[src/verilog/rx_cfg.svh]
// constants for the asynchronous serial receiver
// Operation
// - a falling edge on the idle line starts a character; start bit is low
// - after half a bit recheck the line; if high, abort silently, no error
// - step one bit to each bit centre, majority vote, shift into shift register
// - one bit after last data bit sample stop; low marks framing error
// - after stop bit move character into fifo and raise pending flag
// - reading the data register returns and pops the oldest character
// - while overrun stands no further characters enter the fifo
// - pending flag high when enabled and fifo not empty; software cannot write it
// - interrupt only when receive, peripheral and global enables all set
// - fifo stores framing status per character; flag shows the oldest one
// - framing flag read-only, advances on pop, does not stop reception
// - port disable clears framing flag; receiver disable leaves it
// - framing error alone never raises an interrupt
// - fifo holds two; a third complete character sets overrun
// - fifo stays readable in overrun; overrun clears only by disabling
// - nine-bit select shifts nine bits; ninth bit field shows oldest character
// - address detect in nine-bit mode keeps only ninth-bit-high characters
// - in nine-bit address detect mode every stored character has ninth bit high
// - recovery runs on a tick at sixteen times the baud rate
// - reception active only with receiver enable, async mode and port enable
// - port enable clear holds the unit in reset except its control registers
`ifndef RX_CFG_SVH
`define RX_CFG_SVH
`define OFS_BAUD_CTRL   8'h00
`define OFS_RX_DATA     8'h04
`define OFS_RX_STAT     8'h08
`define OFS_DIV_LOW     8'h0c
`define OFS_DIV_HIGH    8'h10
`define OFS_TX_STAT     8'h14
`define OFS_IRQ_CTRL    8'h18
`define RS_PORT_EN_BIT    7
`define RS_NINE_BIT       6
`define RS_RX_EN_BIT      4
`define RS_ADDR_DET_BIT   3
`define RS_FRAME_ERR_BIT  2
`define RS_OVERRUN_BIT    1
`define RS_NINTH_BIT      0
`define TS_SYNC_BIT       4
`define TS_SPEED_BIT      2
`define BC_IDLE_BIT       6
`define BC_WIDE_BIT       3
`define IC_GLOBAL_BIT     2
`define IC_PERIPH_BIT     1
`define IC_RX_BIT         0
`define TICKS_PER_BIT   4'hf
`define TICK_HALF       4'h7
`define TICK_VOTE_A     4'h7
`define TICK_VOTE_B     4'h8
`define TICK_VOTE_C     4'h9
`define FIFO_DEPTH      2
`endif

[src/verilog/rx_pkg.sv]
// types for the asynchronous serial receiver
`default_nettype none
package rx_pkg;
    typedef enum logic [2:0] {ST_IDLE, ST_START, ST_DATA, ST_STOP} rx_state_t;
    typedef struct packed {
        rx_state_t   st;
        logic        line_q;
        logic [15:0] tick_cnt;
        logic [3:0]  os_cnt;
        logic [3:0]  bit_idx;
        logic [8:0]  shift;
        logic [2:0]  votes;
        logic [9:0]  ent0;
        logic [9:0]  ent1;
        logic [1:0]  count;
        logic        overrun;
        logic [7:0]  rs_ctrl;
        logic [7:0]  ts_ctrl;
        logic [7:0]  bc_ctrl;
        logic [7:0]  div_lo;
        logic [7:0]  div_hi;
        logic [2:0]  irq_ctrl;
        logic        pending;
        logic        irq;
        logic        pready;
        logic [31:0] prdata;
        logic        pslverr;
    } rx_regs_t;
endpackage
`default_nettype wire

[src/verilog/async_serial_receiver.sv]
// receive path of an asynchronous serial port with apb registers
//
// Implementation choices: the APB register port and the register offsets.
`timescale 1ns/1ps
`include "rx_cfg.svh"
`default_nettype none
module async_serial_receiver (
    input  wire logic        clk_sys,
    input  wire logic        sys_rst,
    input  wire logic        psel,
    input  wire logic        penable,
    input  wire logic        pwrite,
    input  wire logic [7:0]  paddr,
    input  wire logic [31:0] pwdata,
    output logic             pready,
    output logic [31:0]      prdata,
    output logic             pslverr,
    input  wire logic        rx_line,
    output logic             rx_char_pending_flag,
    output logic             rx_irq
);
    rx_pkg::rx_regs_t r;
    rx_pkg::rx_regs_t next_r;

    logic        port_on;
    logic        rx_active;
    logic        tick;
    logic [15:0] div_val;
    logic [15:0] tick_lim;
    logic        acc;
    logic        vote;
    logic [3:0]  nbits;
    logic [8:0]  ch;
    logic        frame_err_new;
    logic        push;
    logic        pop;
    logic [9:0]  new_ent;
    logic        rd_data;
    logic [7:0]  rdv;

    assign port_on   = r.rs_ctrl[`RS_PORT_EN_BIT];
    assign rx_active = r.rs_ctrl[`RS_RX_EN_BIT] && !r.ts_ctrl[`TS_SYNC_BIT] && port_on;
    assign div_val   = r.bc_ctrl[`BC_WIDE_BIT] ? {r.div_hi, r.div_lo} : {8'h00, r.div_lo};
    assign tick_lim  = div_val;
    // one oversampling tick every divisor+1 clocks, sixteen per bit
    assign tick      = (r.tick_cnt == tick_lim);
    assign acc       = psel && penable;
    assign vote      = (r.votes[0] & r.votes[1]) | (r.votes[1] & r.votes[2])
                     | (r.votes[0] & r.votes[2]);
    assign nbits     = r.rs_ctrl[`RS_NINE_BIT] ? 4'h9 : 4'h8;

    always_comb
    begin
        next_r = r;
        ch = '0;
        frame_err_new = 1'b0;
        push = 1'b0;
        rdv = 8'h00;
        rd_data = acc && !pwrite && r.pready == 1'b0 && paddr == `OFS_RX_DATA;
        next_r.line_q = rx_line;
        next_r.tick_cnt = tick ? 16'h0000 : r.tick_cnt + 16'h0001;
        next_r.pready = acc && !r.pready;
        next_r.pslverr = 1'b0;
        next_r.prdata = 32'h0000_0000;

        // receive state machine
        if (!rx_active)
        begin
            next_r.st = rx_pkg::ST_IDLE;
        end
        else
        begin
            unique case (r.st)
                rx_pkg::ST_IDLE:
                begin
                    if (r.line_q && !rx_line)
                    begin
                        next_r.st = rx_pkg::ST_START;
                        next_r.os_cnt = 4'h0;
                        next_r.tick_cnt = 16'h0000;
                    end
                end
                rx_pkg::ST_START:
                begin
                    if (tick)
                    begin
                        next_r.os_cnt = r.os_cnt + 4'h1;
                        if (r.os_cnt == `TICK_HALF)
                        begin
                            if (rx_line)
                                next_r.st = rx_pkg::ST_IDLE;
                            else
                            begin
                                next_r.st = rx_pkg::ST_DATA;
                                // the decision slot right after the centre only arms the count
                                next_r.bit_idx = 4'hf;
                                next_r.os_cnt = 4'h9;
                            end
                        end
                    end
                end
                rx_pkg::ST_DATA, rx_pkg::ST_STOP:
                begin
                    if (tick)
                    begin
                        // os_cnt 0 marks the bit's leading edge; centre at 8
                        next_r.os_cnt = r.os_cnt + 4'h1;
                        if (r.os_cnt == `TICK_VOTE_A)
                            next_r.votes[0] = rx_line;
                        if (r.os_cnt == `TICK_VOTE_B)
                            next_r.votes[1] = rx_line;
                        if (r.os_cnt == `TICK_VOTE_C)
                            next_r.votes[2] = rx_line;
                    end
                    // decide one tick after the last vote sample
                    if (tick && r.os_cnt == 4'ha && r.st == rx_pkg::ST_DATA && r.bit_idx == 4'hf)
                        next_r.bit_idx = 4'h0;
                    else if (tick && r.os_cnt == 4'ha && r.st == rx_pkg::ST_DATA)
                    begin
                        next_r.shift[r.bit_idx] = vote;
                        next_r.bit_idx = r.bit_idx + 4'h1;
                        if (r.bit_idx + 4'h1 == nbits)
                            next_r.st = rx_pkg::ST_STOP;
                    end
                    else if (tick && r.os_cnt == 4'ha)
                    begin
                        next_r.st = rx_pkg::ST_IDLE;
                        frame_err_new = !vote;
                        ch = r.rs_ctrl[`RS_NINE_BIT] ? r.shift : {1'b0, r.shift[7:0]};
                        // address filter only counts in nine-bit mode
                        if (r.rs_ctrl[`RS_ADDR_DET_BIT] && r.rs_ctrl[`RS_NINE_BIT] && !ch[8])
                            push = 1'b0; // discarded silently
                        else if (r.overrun)
                            push = 1'b0; // dropped while overrun stands
                        else if (r.count == 2'd2 && !rd_data)
                            next_r.overrun = 1'b1;
                        else
                            push = 1'b1;
                    end
                end
                default:
                    next_r.st = rx_pkg::ST_IDLE;
            endcase
        end

        ////////////////////////////////////////////////////////////////////////////////
        // fifo update; a pop and an arrival in one cycle keep the new character
        pop = rd_data && r.count != 2'd0;
        new_ent = {frame_err_new, ch};
        if (pop)
        begin
            next_r.ent0 = r.ent1;
            next_r.count = r.count - 2'd1;
        end
        if (push)
        begin
            if (next_r.count == 2'd0)
                next_r.ent0 = new_ent;
            else
                next_r.ent1 = new_ent;
            next_r.count = next_r.count + 2'd1;
        end

        // apb register access, one wait state
        if (acc && !r.pready)
        begin
            if (pwrite)
            begin
                unique case (paddr)
                    `OFS_BAUD_CTRL: next_r.bc_ctrl = {2'b00, 2'b00, pwdata[3], 3'b000};
                    `OFS_RX_STAT:   next_r.rs_ctrl = {pwdata[7:3], 3'b000};
                    `OFS_DIV_LOW:   next_r.div_lo = pwdata[7:0];
                    `OFS_DIV_HIGH:  next_r.div_hi = pwdata[7:0];
                    `OFS_TX_STAT:   next_r.ts_ctrl = {3'b000, pwdata[4], 1'b0, pwdata[2], 2'b00};
                    `OFS_IRQ_CTRL:  next_r.irq_ctrl = pwdata[2:0];
                    `OFS_RX_DATA:   next_r.pslverr = 1'b1;
                    default:        next_r.pslverr = 1'b1;
                endcase
            end
            else
            begin
                unique case (paddr)
                    `OFS_BAUD_CTRL: rdv = r.bc_ctrl | {1'b0, r.st == rx_pkg::ST_IDLE, 6'h00};
                    `OFS_RX_DATA:   rdv = r.ent0[7:0];
                    `OFS_RX_STAT:   rdv = {r.rs_ctrl[7:3], r.ent0[9] && r.count != 2'd0,
                                           r.overrun, r.ent0[8] && r.count != 2'd0};
                    `OFS_DIV_LOW:   rdv = r.div_lo;
                    `OFS_DIV_HIGH:  rdv = r.div_hi;
                    `OFS_TX_STAT:   rdv = r.ts_ctrl | 8'h02;
                    `OFS_IRQ_CTRL:  rdv = {5'h00, r.irq_ctrl};
                    default:        next_r.pslverr = 1'b1;
                endcase
                next_r.prdata = {24'h000000, rdv};
            end
        end

        // overrun cleared only by receiver or port disable
        if (!next_r.rs_ctrl[`RS_RX_EN_BIT])
            next_r.overrun = 1'b0;
        // port disabled holds everything but the control registers in reset
        if (!next_r.rs_ctrl[`RS_PORT_EN_BIT])
        begin
            next_r.count = 2'd0;
            next_r.ent0 = '0;
            next_r.ent1 = '0;
            next_r.overrun = 1'b0;
            next_r.st = rx_pkg::ST_IDLE;
        end
        next_r.pending = next_r.rs_ctrl[`RS_RX_EN_BIT] && next_r.count != 2'd0;
        // framing status has no path into the request
        next_r.irq = next_r.pending && next_r.irq_ctrl == 3'b111;
    end

    always_ff @(posedge clk_sys)
    begin
        if (sys_rst)
        begin
            r <= '0;
            r.line_q <= 1'b1;
        end
        else
            r <= next_r;
    end

    assign pready = r.pready;
    assign prdata = r.prdata;
    assign pslverr = r.pslverr;
    assign rx_char_pending_flag = r.pending;
    assign rx_irq = r.irq;

    ////////////////////////////////////////////////////////////////////////////////
    a_irq_needs_all: assert property (@(posedge clk_sys) disable iff (sys_rst)
        rx_irq |-> r.irq_ctrl == 3'b111 && rx_char_pending_flag)
        else $error("irq without all enables");
    a_char_stored: assert property (@(posedge clk_sys) disable iff (sys_rst)
        r.st == rx_pkg::ST_STOP && tick && r.os_cnt == 4'ha && r.count == 2'd0 && !r.overrun
        && rx_active && !r.rs_ctrl[`RS_ADDR_DET_BIT] && !acc |=> rx_char_pending_flag)
        else $error("finished character not stored");
    a_pend_exact: assert property (@(posedge clk_sys) disable iff (sys_rst)
        rx_char_pending_flag == (r.rs_ctrl[`RS_RX_EN_BIT] && r.count != 2'd0))
        else $error("pending does not follow fifo");
    a_ovr_hold: assert property (@(posedge clk_sys) disable iff (sys_rst)
        r.overrun && r.rs_ctrl[`RS_RX_EN_BIT] && r.rs_ctrl[`RS_PORT_EN_BIT] |=> r.overrun ||
        !r.rs_ctrl[`RS_RX_EN_BIT] || !r.rs_ctrl[`RS_PORT_EN_BIT])
        else $error("overrun cleared early");
    a_ovr_full: assert property (@(posedge clk_sys) disable iff (sys_rst)
        $rose(r.overrun) |-> $past(r.count) == 2'd2)
        else $error("overrun without full fifo");
    a_ovr_block: assert property (@(posedge clk_sys) disable iff (sys_rst)
        r.overrun |=> r.count <= $past(r.count))
        else $error("fifo grew during overrun");
    a_off_reset: assert property (@(posedge clk_sys) disable iff (sys_rst)
        !r.rs_ctrl[`RS_PORT_EN_BIT] |-> r.count == 2'd0 && !r.overrun)
        else $error("unit not held in reset");
    a_addr_ninth: assert property (@(posedge clk_sys) disable iff (sys_rst)
        $rose(r.count == 2'd1) && $past(r.rs_ctrl[`RS_ADDR_DET_BIT] && r.rs_ctrl[`RS_NINE_BIT])
        && $past(r.count) == 2'd0 |-> r.ent0[8])
        else $error("address mode stored low ninth bit");
    a_start_half: assert property (@(posedge clk_sys) disable iff (sys_rst)
        r.st == rx_pkg::ST_START && tick && r.os_cnt == `TICK_HALF && rx_line
        |=> r.st == rx_pkg::ST_IDLE && r.overrun == $past(r.overrun))
        else $error("false start not dropped");
    c_char_in: cover property (@(posedge clk_sys) $rose(rx_char_pending_flag));
    c_overrun: cover property (@(posedge clk_sys) $rose(r.overrun));
    c_framing_error_flag: cover property (@(posedge clk_sys) r.count != 2'd0 && r.ent0[9]);
    c_nine: cover property (@(posedge clk_sys) r.count != 2'd0 && r.ent0[8]);
endmodule
`default_nettype wire

[config.mk]
export PLATFORM = sky130hd
export DESIGN_NAME = async_serial_receiver
export DESIGN_NICKNAME = d
export VERILOG_FILES = /design/src/verilog/rx_pkg.sv /design/src/verilog/async_serial_receiver.sv
export VERILOG_INCLUDE_DIRS = /design/src /design/src/verilog
export SDC_FILE = /design/constraint.sdc
export NUM_CORES = 1
export LEC_CHECK = 0
export BUFFER_PORTS_ARGS = -buffer_cell sky130_fd_sc_hd__buf_2
export CAP_MARGIN = 30
export CORE_MARGIN = 8
export CORE_UTILIZATION = 35
export DETAILED_ROUTE_END_ITERATION = 8
export PLACE_DENSITY_LB_ADDON = 0.1
export REMOVE_ABC_BUFFERS = 1
export SYNTH_ARGS = -nofsm -noshare
export SYNTH_HDL_FRONTEND = slang
export SYNTH_SLANG_ARGS = --single-unit
[constraint.sdc]
create_clock -name clk_sys -period 5.8 [get_ports clk_sys]
set_input_delay 1.16 -clock clk_sys [delete_from_list [all_inputs] [get_ports clk_sys]]
set_output_delay 1.16 -clock clk_sys [all_outputs]
set_load 0.01 [all_outputs]
Yosys cells after proc, flatten, opt, wreduce, memory -nomap -nowiden
Index checks and enable logic that the tools add are counted.

cells by class
  $add $sub $neg = 5
  $mul = 0
  div/mod/pow operators = 0
  magnitude comparators = 2
  eq/ne operators = 27
  shifts and indexed selects = 0
  muxes and demuxes = 78
  bitwise logic cells = 15
  reduce and logical (&&, ||, !) cells = 56

operators with widths
  kind                     count
  $mux W43                 2
  $mux W9                  7
  $pmux W8 S7              1
  $mux W16                 3
  $mux W8                  6
  $mux W36                 1
  $mux W1                  30
  $mux W10                 3
  $mux W3                  10
  $eq A8 B5 Y1 const B     3
  $mux W22                 1
  $logic_and A1 B1 Y1      20
  $mux W20                 1
  $reduce_and A6 Y1        3
  $add A16 B1 Y16 const B  1
  $eq A16 B16 Y1           1
  $eq A4 B4 Y1 const B     4
  $eq A8 B4 Y1 const B     2
  $reduce_and A4 Y1        4
  $reduce_and A3 Y1        5
  $mux W13                 1
  $mux W12                 1
  $mux W4                  3
  $ne A2 B2 Y1 const B     6
  other kinds (36)         64

storage, ports and cells
  register bits after elaboration = 126
  bits in latches = 0
  memory bits (writable) = 0
  bits in read-only memories = 0
  input port bits = 46
  output and inout port bits = 36
  logic and storage cells = 209
  memories kept = 0

Logic depth before layout (Yosys ltp)
  depth after elaboration = 19
  depth in mapped cells = 13
  mapped depth without buffers = 12

Worst setup path after synthesis
No wires, ideal clock.

  kind = input to register
  start point = input port paddr[7]
  end point = register r[100] in the netlist's numbering
  arrival time = 3.733 ns
  data required time = 5.684 ns
  slack = 1.951 ns
  stages on the path = 12
  buffers on the path = 3
  cell sequence = or4_1 -> clkbuf_1 -> nor4_2 -> clkbuf_1 -> a21oi_1 -> inv_1 -> ha_1 -> nor4b_1 -> and4_1 -> buf_2 -> o41ai_1 -> o211a_1

on the way
  word-level cells in the longest chain between the ends = 13
  elaborated cells between the ends (all ways) = 24
  classes of those cells = 2 x eq/ne; 15 x mux; 1 x bitwise; 6 x reduce/logical

RTL lines
  element                        line                          text
  start, declared                async_serial_receiver.sv:13   input wire logic [7:0] paddr,
  $eq A8 B3 Y1                   n/a
  $logic_and A1 B1 Y1 (no line)  n/a
  $logic_not A1 Y1               async_serial_receiver.sv:135  else if (r.count == 2'd2 && !rd_data)
  $logic_and A1 B1 Y1            async_serial_receiver.sv:135
  $mux W1                        async_serial_receiver.sv:135
  $mux W1                        async_serial_receiver.sv:133  else if (r.overrun)
  $mux W1                        async_serial_receiver.sv:131  if (r.rs_ctrl[`RS_ADDR_DET_BIT] && r.rs_ctrl[`RS_NINE_BIT] && !ch[8])
  $mux W1                        async_serial_receiver.sv:125  else if (tick && r.os_cnt == 4'ha)
  $mux W1                        async_serial_receiver.sv:118  else if (tick && r.os_cnt == 4'ha && r.st == rx_pkg::ST_DATA)
  $mux W1                        async_serial_receiver.sv:116  if (tick && r.os_cnt == 4'ha && r.st == rx_pkg::ST_DATA && r.bit_idx == 4'hf)
  $mux W1                        async_serial_receiver.sv:73   unique case (r.st)
  $mux W1                        async_serial_receiver.sv:67   if (!rx_active)
  $mux W22                       async_serial_receiver.sv:155  if (push)
  end signal, assigned           async_serial_receiver.sv:222  r <= next_r;
  end, declared                  async_serial_receiver.sv:22   rx_pkg::rx_regs_t r;

Several ways; a longest one is shown, not always the timed one.
A chain may end at the register's enable or synchronous reset.

Worst setup path after layout
  start point = input port paddr[3]
  end point = register r[100] in the netlist's numbering

The elaborated chain is that of the path after synthesis.

==> results.yml <==
sta:
  min_period_ps: 4060
  timing.fmax_mhz: 246
  post-route-period-util_pct: 70.0
  worst_pin_slew_ps: 1050
  setup_tns_ps: 0
  finalSetupViolCount: 0
  relSlewSlack_pct: 28.9
  final_max_slew_viol_count: 0
  clock_skew_ps: 10.5
  rsz0062_at_grt: "no"
  final_hold_viol_count: 0
routing:
  wl_met2_mm: 6.74
  route.met3.wl_um: 721
  wl_mm: 14.4
  first_iter_violations: 254
  top_layer_used: "met4"
  drcViolationCount: 0
  ant_nets: 0
  avgViaCountPerCell: 5.32
  num_vias: 4536
  routedWlPerCell_um: 16.8
  met1Wirelength_mm: 6.74
  dr.pass1.iters: 5
cts:
  cts_resized: 0
  cts_setup_buffers: 0
  tritoncts: "built"
  clock_path_buffers: 2
  hold_buffers: 0
  cts_made_buffers: 9
  cts.htree.levels: 3
  cts_root_buf: "clkbuf_16"
  clkLatencyLatePin_ps: 350
  clock-sinks: 101
  clkTransAtPathRegs_ps: 70
yosys:
  yosysUniqueCellTypes: 73
  synth-seq-cells: 101
  synthArstFlopShare_pct: 0
  synth_largest_area_cell: "dfxtp_1"
  ys_top_cells_by_area: "dfxtp_1 (37%), mux2i_1 (5.9%), buf_4 (4.4%)"
  yosysWarnings: 0
  ys_seq_area_share_pct: 37.0
  syn-cell-area_um2: 5470
  synth_common_cells: "dfxtp_1 (101), nor2_1 (57), nand2_1 (47)"
  synth_ff_type: "dfxtp_1"
  avgSynthCellArea_um2: 8.64
  yosysMostFrequentCell: "dfxtp_1"
  syn-instance-count: 633
  synth_top_area_share_pct: 37.0
  synth_edf_count: 0
die:
  dieArea_um2: 19900
  io_pins: 82
  rows: 45
  die_h_um: 141
  start_util_pct: 35.8
  core_um2: 15300
  die_w_um: 141
power_and_ir_drop:
  vdd_drop_max_mv: 0.167
  p_per_area_nw_per_um2: 224
  leakage_uw: 0.00215
status:
  status: "finished clean"
worst_setup_path:
  worst_ep_required_time_ps: 6050
  critPathCaptureType: "flop"
  arrival_ps: 4310
  crit_fanout: 20
  cp-start-kind: "input port"
  critPathKind: "input port to flop"
job:
  max_cap_viol_count: 0
global_route:
  antenna_found_initial: 0
  grt_pass1_wl_mm: 23.1
  grt_pass1_vias: 4310
  grt_usage_pct: 14.6
  grt_max_degree: 55
  grt_overflow_total: 0
final_layout:
  fillCellCount: 1566
  n_antenna_cell: 0
  fin_area_um2: 5920
  drive_gt1_share_pct: 12.1
  syn2layout_area_growth_pct: 8.28
  nNetsFinal: 695
place:
  place_congestion: 0.788
  portBuffers: 33
  place_area_um2: 5630
  dp_hpwl_mm: 10.6
worst_hold_path:
  hp-class: "flop to flop"
-- registers in the layout (all words and copies together) (netlist names), named ones only --
signal and count:
pready 1, rx_char_pending_flag 1, prdata 8, pslverr 1
r 79, port_on 1, rx_irq 1
-- kinds of logic (layout without fill, tap and decap cells) --
| group | Yosys count | count (layout) | share of synthesized area, % |
|---|---|---|---|
| other | 1 | 24 | 0.0686 |
| muxes | 49 | 49 | 9.36 |
| DFF | 101 | 101 | 37.0 |
| buffers and inverters | 79 | 65 | 7.83 |
| AOI/OAI and AO/OA | 117 | 117 | 14.6 |
| adders and majority gates | 12 | 12 | 2.75 |
| and+or+nand+nor | 244 | 244 | 23.7 |
| xor gates and xnor gates | 30 | 30 | 4.81 |
-- cells in the final DEF, fill, tap and decap left out, types with 9 or more instances in the layout --
| cell type | n |
|---|---|
| nor2_1 | 57 |
| mux2_2 | 17 |
| a22oi_1 | 9 |
| o21ai_1 | 12 |
| nand2_1 | 47 |
| dfxtp_1 | 101 |
| nand2b_1 | 13 |
| ha_1 | 12 |
| inv_1 | 10 |
| a32o_1 | 9 |
| conb_1 | 24 |
| a21oi_1 | 40 |
| nand4_1 | 11 |
| nor3_1 | 24 |
| buf_2 | 33 |
| xor2_1 | 9 |
| mux2i_1 | 32 |
| nand3_1 | 26 |
| clkbuf_16 | 9 |
| xnor2_1 | 21 |
-- worst max-delay path, cell delays in order --
cell and delay, ps:
buf_2 190, or4b_1 660, nor4_2 250, buf_4 260, xnor2_1 210, ha_1 270, nor4b_1 220, and4_1 690
o41ai_1 220, o211a_1 180
-- routing by layer --
layer | global-route usage, % | vias up
li1 | - | 2238
met3 | 3.68 | 16
met5 | 0 | -
met2 | 23.7 | 121
met4 | 3.22 | 0
met1 | 19.1 | 2161
-- final timing paths --
path | startpoint | end | slack, ps | cells past startpoint
max | paddr[3] | r[100]$_SDFF_PP0_ | 1740 | 10
min | r[65]$_SDFFE_PP0P_ | r[65]$_SDFFE_PP0P_ | 460 | 2
max reg2reg | r[80]$_SDFF_PP0_ | r[100]$_SDFF_PP0_ | 2340 | 11
min reg2reg | r[65]$_SDFFE_PP0P_ | r[65]$_SDFFE_PP0P_ | 460 | 2
-- area by class of cell --
class                   instances  area, um^2  area share (%)
repair buffers                 38         203            3.42
clock inverters                 6        47.5           0.803
inverters                      11        41.3           0.697
clock buffers                  10         239            4.04
flip-flops and latches        101        2020            34.2
well taps                     211         264            4.46
multi-input cells             476        3100            52.4
-- through the flow --
step | total power, uW | setup slack (ps) | hold WS, ps | util [%] | cells
after floorplan | 730 | 1550 | 429 | - | 588
after global placement | 755 | 1440 | 440 | 36.9 | 837
after detailed placement | 755 | 1410 | 451 | 36.9 | 837
after CTS | 1340 | 1780 | 461 | 38.8 | 853
after global routing | 1380 | 1450 | 486 | 38.8 | 853
final | 1330 | 1740 | 459 | 38.8 | 853
-- power breakdown --
group | leakage [uW] | total, uW | switching [uW] | internal [uW]
sequential | 0.000814 | 694 | 0.417 | 694
clock | 0.000133 | 586 | 280 | 306
combinational | 0.00121 | 45.5 | 32.4 | 13.1
No activity file was read; power rests on OpenSTA's default activity.
